File: src/pkg/sms_pkg.sv
// package of constants and carrier types for the serial port unit
// ====================================================================
// Functional notes
// - master drives master-out from shift MSB
// - master-out output as master, master-in input
// - master-in released when disabled or unselected
// - 3-wire slave always drives master-in MSB; code drives it only while the port is enabled
// - serial clock generated only as master
// - 4-wire slave ignores clock while deselected
// - mode 00: 3-wire, slave always selected
// - mode 01: 4-wire, select is an input
// - master in 01 quits on select fall
// - fault clears master and port enables
// - fault flag requests interrupt; stays disabled
// - mode 1x: select output copies low bit
// - select pin unrouted in 3-wire modes
// - reset select mode is 01
// - master data writes go to transmit buffer
// - empty shifter loads buffer, starts shifting
// - done flag set per byte, interrupt request
// - received byte MSB first into receive buffer
// - sixteen clock edges complete a byte
// - phase and polarity select edges and idle
`default_nettype none
package sms_pkg;
  // ==================================================================
  // constants
  localparam logic [1:0] SEL_MODE_3WIRE   = 2'h0;
  localparam logic [1:0] SEL_MODE_MULTI   = 2'h1;
  localparam logic [1:0] SEL_MODE_RESET   = 2'h1;
  localparam logic [2:0] BIT_COUNT_LAST   = 3'h7;
  localparam int         SCK_HALF_NS      = 80;
  localparam int         CLK_PERIOD_NS    = 20;
  localparam int         SCK_HALF_CYC_I   = (SCK_HALF_NS / CLK_PERIOD_NS) < 1 ? 1 : (SCK_HALF_NS / CLK_PERIOD_NS);
  localparam logic [7:0] SCK_HALF_CYC     = 8'(SCK_HALF_CYC_I);
  localparam logic [7:0] BYTE_RESET       = 8'h00;

  // ==================================================================
  // carriers
  typedef struct packed {
    logic       master_enable_bit;
    logic       port_enable_bit;
    logic       clock_phase_bit;
    logic       clock_polarity_bit;
    logic [1:0] select_mode_field;
  } sms_cfg_t;

  typedef struct packed {
    logic transfer_done_flag;
    logic mode_fault_flag;
    logic busy;
    logic rx_full;
  } sms_stat_t;
endpackage : sms_pkg
`default_nettype wire

File: src/design/sms_core.sv
// serial port unit: master/slave byte engine with slave-select modes
`default_nettype none
module sms_core (
  input  wire logic        CORE_CLK_I,
  input  wire logic        RST_B_I,
  // ==================================================================
  // software side
  input  wire logic        MASTER_ENABLE_SET_I,
  input  wire logic        MASTER_ENABLE_CLR_I,
  input  wire logic        PORT_ENABLE_SET_I,
  input  wire logic        PORT_ENABLE_CLR_I,
  input  wire logic        CFG_WR_I,
  input  wire logic        CLOCK_PHASE_I,
  input  wire logic        CLOCK_POLARITY_I,
  input  wire logic [1:0]  SELECT_MODE_I,
  input  wire logic        DATA_WR_I,
  input  wire logic [7:0]  DATA_WR_BYTE_I,
  input  wire logic        DATA_RD_I,
  input  wire logic        DONE_CLR_I,
  input  wire logic        FAULT_CLR_I,
  output logic [7:0]       DATA_RD_BYTE_O,
  output sms_pkg::sms_cfg_t  CFG_O,
  output sms_pkg::sms_stat_t STAT_O,
  output logic             TX_READY_O,
  output logic             IRQ_REQ_O,
  // ==================================================================
  // serial pins
  input  wire logic        SCK_I,
  output logic             SCK_O,
  output logic             SCK_OE_O,
  input  wire logic        MOSI_I,
  output logic             MOSI_O,
  output logic             MOSI_OE_O,
  input  wire logic        MISO_I,
  output logic             MISO_O,
  output logic             MISO_OE_O,
  input  wire logic        SEL_I,
  output logic             SEL_O,
  output logic             SEL_OE_O,
  output logic             SEL_ROUTED_O
);
  typedef enum logic [1:0] {ST_IDLE, ST_LEAD, ST_TRAIL} sms_phase_t;

  typedef struct packed {
    sms_pkg::sms_cfg_t  cfg;
    logic               done_flag;
    logic               fault_flag;
    logic               tx_full;
    logic [7:0]         tx_buf;
    logic [7:0]         rx_buf;
    logic               rx_full;
    logic               busy;
    sms_phase_t         phase;
    logic [7:0]         div;
    logic               sck;
    logic [7:0]         rd_byte;
    logic [2:0]         trail_cnt;
    logic               tail;
  } sms_core_state_t;

  sms_core_state_t st_reg;
  sms_core_state_t st_next;

  // ==================================================================
  // input synchronisers
  logic sel_q;
  logic sel_fall;
  logic sck_q;
  logic sck_rise;
  logic sck_fall;
  logic mosi_q;
  logic miso_q;

  sms_sync u_sel_sync (
    .clk_i       (CORE_CLK_I),
    .rst_b_i     (RST_B_I),
    .d_i         (SEL_I),
    .reset_val_i (1'b0),
    .q_o         (sel_q),
    .rise_o      (),
    .fall_o      (sel_fall)
  );

  sms_sync u_sck_sync (
    .clk_i       (CORE_CLK_I),
    .rst_b_i     (RST_B_I),
    .d_i         (SCK_I),
    .reset_val_i (1'b0),
    .q_o         (sck_q),
    .rise_o      (sck_rise),
    .fall_o      (sck_fall)
  );

  sms_sync u_mosi_sync (
    .clk_i       (CORE_CLK_I),
    .rst_b_i     (RST_B_I),
    .d_i         (MOSI_I),
    .reset_val_i (1'b0),
    .q_o         (mosi_q),
    .rise_o      (),
    .fall_o      ()
  );

  sms_sync u_miso_sync (
    .clk_i       (CORE_CLK_I),
    .rst_b_i     (RST_B_I),
    .d_i         (MISO_I),
    .reset_val_i (1'b0),
    .q_o         (miso_q),
    .rise_o      (),
    .fall_o      ()
  );

  // ==================================================================
  // mode decode
  logic is_master;
  logic enabled;
  logic mode_3wire;
  logic mode_multi;
  logic mode_sel_out;
  logic slave_selected;
  logic fault_evt;

  assign is_master      = st_reg.cfg.master_enable_bit;
  assign enabled        = st_reg.cfg.port_enable_bit;
  assign mode_3wire     = st_reg.cfg.select_mode_field == sms_pkg::SEL_MODE_3WIRE;
  assign mode_multi     = st_reg.cfg.select_mode_field == sms_pkg::SEL_MODE_MULTI;
  assign mode_sel_out   = st_reg.cfg.select_mode_field[1];
  // 3-wire slave counts itself selected at all times
  assign slave_selected = mode_3wire | (mode_multi & ~sel_q);
  assign fault_evt      = enabled & is_master & mode_multi & sel_fall;

  // ==================================================================
  // edge selection
  // leading edge is the idle-to-active edge; phase picks which edge samples
  logic lead_edge;
  logic trail_edge;
  logic m_lead;
  logic m_trail;
  logic s_lead;
  logic s_trail;
  logic sh_sample;
  logic sh_shift;
  logic sh_load;
  logic sh_clear;
  logic sh_done;
  logic sh_msb;
  logic [7:0] sh_byte;
  logic slave_active;
  logic last_trail;

  assign slave_active = enabled & ~is_master & slave_selected;
  assign s_lead  = slave_active & (st_reg.cfg.clock_polarity_bit ? sck_fall : sck_rise);
  assign s_trail = slave_active & (st_reg.cfg.clock_polarity_bit ? sck_rise : sck_fall);
  assign m_lead  = st_reg.phase == ST_LEAD && st_reg.div == 8'h00;
  assign m_trail = st_reg.phase == ST_TRAIL && st_reg.div == 8'h00;
  assign lead_edge  = is_master ? m_lead : s_lead;
  assign trail_edge = is_master ? m_trail : s_trail;
  // phase 0 samples on leading, shifts on trailing; phase 1 the reverse
  assign sh_sample = st_reg.cfg.clock_phase_bit ? trail_edge : lead_edge;
  // phase 1: the first leading edge only presents bit 7, and the last shift waits one
  // cycle past the final trailing edge so master-out holds while the far end samples it
  assign last_trail = trail_edge & (st_reg.trail_cnt == sms_pkg::BIT_COUNT_LAST);
  assign sh_shift   = st_reg.cfg.clock_phase_bit ? (lead_edge & (st_reg.trail_cnt != 3'h0)) | st_reg.tail
                                                 : trail_edge;
  assign sh_load   = st_reg.tx_full & ~st_reg.busy & enabled;
  assign sh_clear  = ~enabled | (mode_multi & ~is_master & sel_fall);

  sms_shifter u_shifter (
    .clk_i       (CORE_CLK_I),
    .rst_b_i     (RST_B_I),
    .clear_i     (sh_clear),
    .load_i      (sh_load),
    .load_data_i (st_reg.tx_buf),
    .sample_i    (sh_sample),
    .shift_i     (sh_shift),
    .serial_i    (is_master ? miso_q : mosi_q),
    .msb_o       (sh_msb),
    .byte_o      (sh_byte),
    .byte_done_o (sh_done)
  );

  // ==================================================================
  // next state
  always_comb begin
    st_next = st_reg;
    st_next.tail = st_reg.cfg.clock_phase_bit & last_trail;
    if (sh_load || sh_clear) begin
      st_next.trail_cnt = 3'h0;
    end else if (trail_edge) begin
      st_next.trail_cnt = st_reg.trail_cnt + 3'h1;
    end
    if (CFG_WR_I) begin
      st_next.cfg.clock_phase_bit    = CLOCK_PHASE_I;
      st_next.cfg.clock_polarity_bit = CLOCK_POLARITY_I;
      st_next.cfg.select_mode_field  = SELECT_MODE_I;
    end
    if (MASTER_ENABLE_SET_I) begin
      st_next.cfg.master_enable_bit = 1'b1;
    end else if (MASTER_ENABLE_CLR_I) begin
      st_next.cfg.master_enable_bit = 1'b0;
    end
    if (PORT_ENABLE_SET_I) begin
      st_next.cfg.port_enable_bit = 1'b1;
    end else if (PORT_ENABLE_CLR_I) begin
      st_next.cfg.port_enable_bit = 1'b0;
    end
    if (DATA_WR_I && !st_reg.tx_full) begin
      st_next.tx_buf  = DATA_WR_BYTE_I;
      st_next.tx_full = 1'b1;
    end
    if (DATA_RD_I) begin
      st_next.rx_full = 1'b0;
    end
    if (DONE_CLR_I) begin
      st_next.done_flag = 1'b0;
    end
    if (FAULT_CLR_I) begin
      st_next.fault_flag = 1'b0;
    end
    if (sh_load) begin
      st_next.tx_full = 1'b0;
      st_next.busy    = 1'b1;
      if (is_master) begin
        st_next.phase = ST_LEAD;
        st_next.div   = sms_pkg::SCK_HALF_CYC - 8'h01;
      end
    end
    if (st_reg.phase != ST_IDLE) begin
      if (st_reg.div != 8'h00) begin
        st_next.div = st_reg.div - 8'h01;
      end else begin
        st_next.div = sms_pkg::SCK_HALF_CYC - 8'h01;
        st_next.sck = ~st_reg.sck;
        if (st_reg.phase == ST_LEAD) begin
          st_next.phase = ST_TRAIL;
        end else begin
          st_next.phase = ST_LEAD;
        end
      end
    end
    if (sh_done) begin
      st_next.done_flag = 1'b1;
      st_next.busy      = 1'b0;
      st_next.phase     = ST_IDLE;
      st_next.sck       = 1'b0;
      if (!st_reg.rx_full || DATA_RD_I || is_master) begin
        st_next.rx_buf  = sh_byte;
        st_next.rx_full = 1'b1;
      end
    end
    if (DATA_RD_I) begin
      st_next.rd_byte = st_reg.rx_buf;
    end
    if (fault_evt) begin
      st_next.cfg.master_enable_bit = 1'b0;
      st_next.cfg.port_enable_bit   = 1'b0;
      st_next.fault_flag            = 1'b1;
      st_next.busy                  = 1'b0;
      st_next.phase                 = ST_IDLE;
      st_next.sck                   = 1'b0;
    end
    if (!st_reg.cfg.port_enable_bit) begin
      st_next.busy  = 1'b0;
      st_next.phase = ST_IDLE;
      st_next.sck   = 1'b0;
    end
  end

  always_ff @(posedge CORE_CLK_I or negedge RST_B_I) begin
    if (!RST_B_I) begin
      st_reg                       <= '0;
      st_reg.cfg.select_mode_field <= sms_pkg::SEL_MODE_RESET;
      st_reg.tx_buf                <= sms_pkg::BYTE_RESET;
    end else begin
      st_reg <= st_next;
    end
  end

  // ==================================================================
  // outputs
  assign CFG_O              = st_reg.cfg;
  assign STAT_O.transfer_done_flag = st_reg.done_flag;
  assign STAT_O.mode_fault_flag    = st_reg.fault_flag;
  assign STAT_O.busy               = st_reg.busy;
  assign STAT_O.rx_full            = st_reg.rx_full;
  assign DATA_RD_BYTE_O     = st_reg.rd_byte;
  assign TX_READY_O         = ~st_reg.tx_full;
  assign IRQ_REQ_O          = st_reg.done_flag | st_reg.fault_flag;

  assign SCK_O      = st_reg.sck ^ st_reg.cfg.clock_polarity_bit;
  assign SCK_OE_O   = enabled & is_master;
  assign MOSI_O     = sh_msb;
  assign MOSI_OE_O  = enabled & is_master;
  assign MISO_O     = sh_msb;
  assign MISO_OE_O  = enabled & ~is_master & slave_selected;
  assign SEL_O      = st_reg.cfg.select_mode_field[0];
  assign SEL_OE_O   = enabled & mode_sel_out;
  assign SEL_ROUTED_O = ~mode_3wire;
endmodule : sms_core
`default_nettype wire

File: src/design/sms_shifter.sv
// byte shifter: MSB-first shift with three-bit count of eight shifts
`default_nettype none
module sms_shifter (
  input  wire logic       clk_i,
  input  wire logic       rst_b_i,
  input  wire logic       clear_i,
  input  wire logic       load_i,
  input  wire logic [7:0] load_data_i,
  input  wire logic       sample_i,
  input  wire logic       shift_i,
  input  wire logic       serial_i,
  output logic            msb_o,
  output logic [7:0]      byte_o,
  output logic            byte_done_o
);
  typedef struct packed {
    logic [7:0] sr;
    logic [2:0] cnt;
    logic       bit_in;
    logic       done;
  } sms_shift_state_t;

  sms_shift_state_t st_reg;
  sms_shift_state_t st_next;

  always_comb begin
    st_next      = st_reg;
    st_next.done = 1'b0;
    if (clear_i) begin
      st_next.cnt = 3'h0;
    end
    if (load_i) begin
      st_next.sr  = load_data_i;
      st_next.cnt = 3'h0;
    end else begin
      if (sample_i) begin
        st_next.bit_in = serial_i;
      end
      if (shift_i) begin
        st_next.sr  = {st_reg.sr[6:0], sample_i ? serial_i : st_reg.bit_in};
        st_next.cnt = st_reg.cnt + 3'h1;
        if (st_reg.cnt == sms_pkg::BIT_COUNT_LAST) begin
          st_next.done = 1'b1;
        end
      end
    end
  end

  always_ff @(posedge clk_i or negedge rst_b_i) begin
    if (!rst_b_i) begin
      st_reg <= '0;
    end else begin
      st_reg <= st_next;
    end
  end

  assign msb_o       = st_reg.sr[7];
  assign byte_o      = st_reg.sr;
  assign byte_done_o = st_reg.done;
endmodule : sms_shifter
`default_nettype wire

File: src/design/sms_sync.sv
// two-flop synchroniser with edge detection on the settled level
`default_nettype none
module sms_sync (
  input  wire logic clk_i,
  input  wire logic rst_b_i,
  input  wire logic d_i,
  input  wire logic reset_val_i,
  output logic      q_o,
  output logic      rise_o,
  output logic      fall_o
);
  typedef struct packed {
    logic s1;
    logic s2;
    logic s3;
  } sms_sync_state_t;

  sms_sync_state_t st_reg;
  sms_sync_state_t st_next;

  always_comb begin
    st_next    = st_reg;
    st_next.s1 = d_i;
    st_next.s2 = st_reg.s1;
    st_next.s3 = st_reg.s2;
  end

  // reset value is a constant per instance: tie reset_val_i to a literal
  always_ff @(posedge clk_i or negedge rst_b_i) begin
    if (!rst_b_i) begin
      st_reg <= '0;
    end else begin
      st_reg <= st_next;
    end
  end

  assign q_o    = st_reg.s2 ^ reset_val_i;
  assign rise_o = st_reg.s2 & ~st_reg.s3;
  assign fall_o = ~st_reg.s2 & st_reg.s3;
endmodule : sms_sync
`default_nettype wire

File: config.mk
export PLATFORM = sky130hd
export DESIGN_NAME = sms_core
export DESIGN_NICKNAME = d
export VERILOG_FILES = /design/src/pkg/sms_pkg.sv /design/src/design/sms_core.sv /design/src/design/sms_shifter.sv /design/src/design/sms_sync.sv
export SDC_FILE = /design/constraint.sdc
export NUM_CORES = 1
export LEC_CHECK = 0
export BUFFER_PORTS_ARGS = -buffer_cell sky130_fd_sc_hd__buf_2
export CAP_MARGIN = 20
export CORE_UTILIZATION = 56
export DETAILED_ROUTE_END_ITERATION = 10
export PLACE_DENSITY = 0.79
export SYNTH_ARGS = -nofsm -noshare
export SYNTH_HDL_FRONTEND = slang
export SYNTH_HIERARCHICAL = 1
export SYNTH_SLANG_ARGS = --single-unit
File: constraint.sdc
create_clock -name CORE_CLK_I -period 2.5 [get_ports CORE_CLK_I]
set_input_delay 0 -clock CORE_CLK_I [delete_from_list [all_inputs] [get_ports CORE_CLK_I]]
set_output_delay 0 -clock CORE_CLK_I [all_outputs]
set_load 0.05 [all_outputs]
==> impl_metrics.json <==
{
  "grt-ovfl-total": 0,
  "crit_arrival_ns": 2.51,
  "drtIter0Drc": 101,
  "fin_setup_tns_ns": 0,
  "tritoncts": "yes",
  "n_fill_cell": 460,
  "critical_path.startpoint_type": "flop",
  "antenna_found_initial": 0,
  "p_leak_nw": 1.92,
  "antennaDiodeCount": 0,
  "numClockSinks": 73,
  "finalHoldViolations": 0,
  "die-area_sq_mm": 0.00654,
  "dr_wl_met2_mm": 3.15,
  "syn_area_sq_mm": 0.00348,
  "finalSetupViolCount": 0,
  "rsz0062_at_grt": "no",
  "rows": 28,
  "regToRegSetupSlack_ns": 0.26,
  "dr_wl_met3_um": 255,
  "largest_reg_flops": 32,
  "dr.pass1.iters": 6,
  "vias": 2368,
  "cts-resized-gates": 0,
  "tightest_slew_ns": 0.824,
  "p_per_area_mw_per_mm2": 888,
  "ioPinCount": 56,
  "h-tree-depth": 3,
  "post-cts-setup-buffer-count": 0,
  "regArea_sq_mm": 0.00183,
  "report.final.slew_viol_count": 0,
  "drv_cap": 0,
  "drc_errors": 0,
  "relSlewSlack_pct": 45.0,
  "core_sq_mm": 0.00596,
  "dp.cells": 405,
  "clk_pin_slew_worst_paths_ns": 0.07,
  "wl_met1_mm": 3.09,
  "post_drt_wl_per_cell_um": 15.0,
  "holdBufCountCts": 28,
  "nNetsFinal": 403,
  "fin_cells": 448,
  "synthesis.instances": 301,
  "crit_fanout": 15,
  "fin_crit_sh_pct": 89.5,
  "die_h_um": 80.8,
  "worstSetupPathType": "flop to flop",
  "crit_path_end_kind": "flop",
  "clockRootBuffer": "clkbuf_8",
  "cts_made_buffers": 9,
  "layout-drive-gt1-share_pct": 33.0,
  "grt_pass1_vias": 2368,
  "grt_first_pass_wirelength_mm": 11.1,
  "multiInputGateArea_sq_mm": 0.00134,
  "holdWs_ns": 0.0671,
  "post-route-min-period_ns": 2.24,
  "top_layer": "met4",
  "viasPerCell": 5.29,
  "max_freq_mhz": 447,
  "start_util_pct": 58.4,
  "skew_ns": 0.00625,
  "cts_buffer_depth": 2,
  "drt_wl_total_mm": 6.70,
  "ant_nets": 0,
  "syn_avg_cell_area_sq_um": 11.6,
  "place_hpwl_mm": 4.49,
  "outcome": "finished, final reports clean",
  "yosys_warnings": 6,
  "clk_latency_ns": 0.35,
  "hold_path.class": "input port to flop",
  "syn_to_final_growth_pct": 19.0,
  "max-vdd-ir-drop_mv": 0.589,
  "die_w_um": 80.8,
  "worstPathRequired_ns": 2.77,
  "place.gp.congestion": 0.821,
  "grt_start_max_net_pins": 45,
  "port_buffers": 55,
  "grtUsageTotal_pct": 23.0
}
[power breakdown]
part	switching [W]	internal, W	total (W)	leakage [nW]
clock network	0.000427	0.000587	0.00101	0.110
logic	0.000597	0.000422	0.00102	0.967
registers	0.000231	0.00142	0.00165	0.846
[final cells by class]
class	instances	area share (%)
repair buffers	91	14.9
clock inverters	4	1.87
flip-flops and latches	73	44.1
clock buffers	11	3.41
inverters	12	1.09
multi-input cells	182	32.4
well taps	75	2.27
[per-stage QoR]
step	setup slack, ns	power (W)	cell area (sq um)	util, %
after floorplan	0.556	0.00245	3490	-
after global placement	0.389	0.00257	3640	61.2
after detailed placement	0.312	0.00263	3640	61.2
after CTS	0.268	0.00369	4140	69.6
after global routing	0.0200	0.00388	4140	69.6
final	0.262	0.00368	4140	69.6
[routing by layer]
layer	track usage (%)	vias to the layer above
met5	0	-
met4	13.4	0
met3	5.06	20
met2	35.0	58
met1	30.4	1152
li1	-	1138
[layout by cell type (no fill, tap or decap), drive strengths merged, types with 3 or more instances in the layout]
master / count
inv: 12
xor2: 6
a21oi: 15
nor2b: 7
dfrtp: 72
ha: 7
conb: 3
nand2: 23
nand2b: 6
nor3: 3
or2: 3
a31oi: 6
or3b: 4
clkbuf: 11
mux2: 32
a21o: 3
and3: 3
mux2i: 11
nor2: 15
o21ai: 9
dlygate4sd3: 28
buf: 63
nand4: 4
[worst paths after layout]
| kind | from | end | cells after the start |
|---|---|---|---|
| min in group asynchronous | RST_B_I | st_reg[16] | 3 |
| max in group asynchronous | RST_B_I | u_shifter/st_reg[2] | 3 |
| hold / removal | DATA_RD_I | DATA_RD_BYTE_O[7] | 2 |
| hold reg to reg | u_miso_sync/st_next[1] | u_miso_sync/st_next[0] | 0 |
| setup / recovery | st_reg[13] | u_shifter/byte_o[0] | 9 |
| setup reg to reg | st_reg[13] | u_shifter/byte_o[0] | 9 |
[worst max-delay path, stage by stage, from the launching register on]
cell      delay (ns)
dfrtp_1         0.41
inv_1           0.10
ha_1            0.14
nor3b_2         0.32
nand4_1         0.22
nand2_2         0.17
o22a_1          0.15
buf_4           0.21
or2b_1          0.27
o211ai_2        0.16
Note: power is estimated with default switching activity, not from simulation.
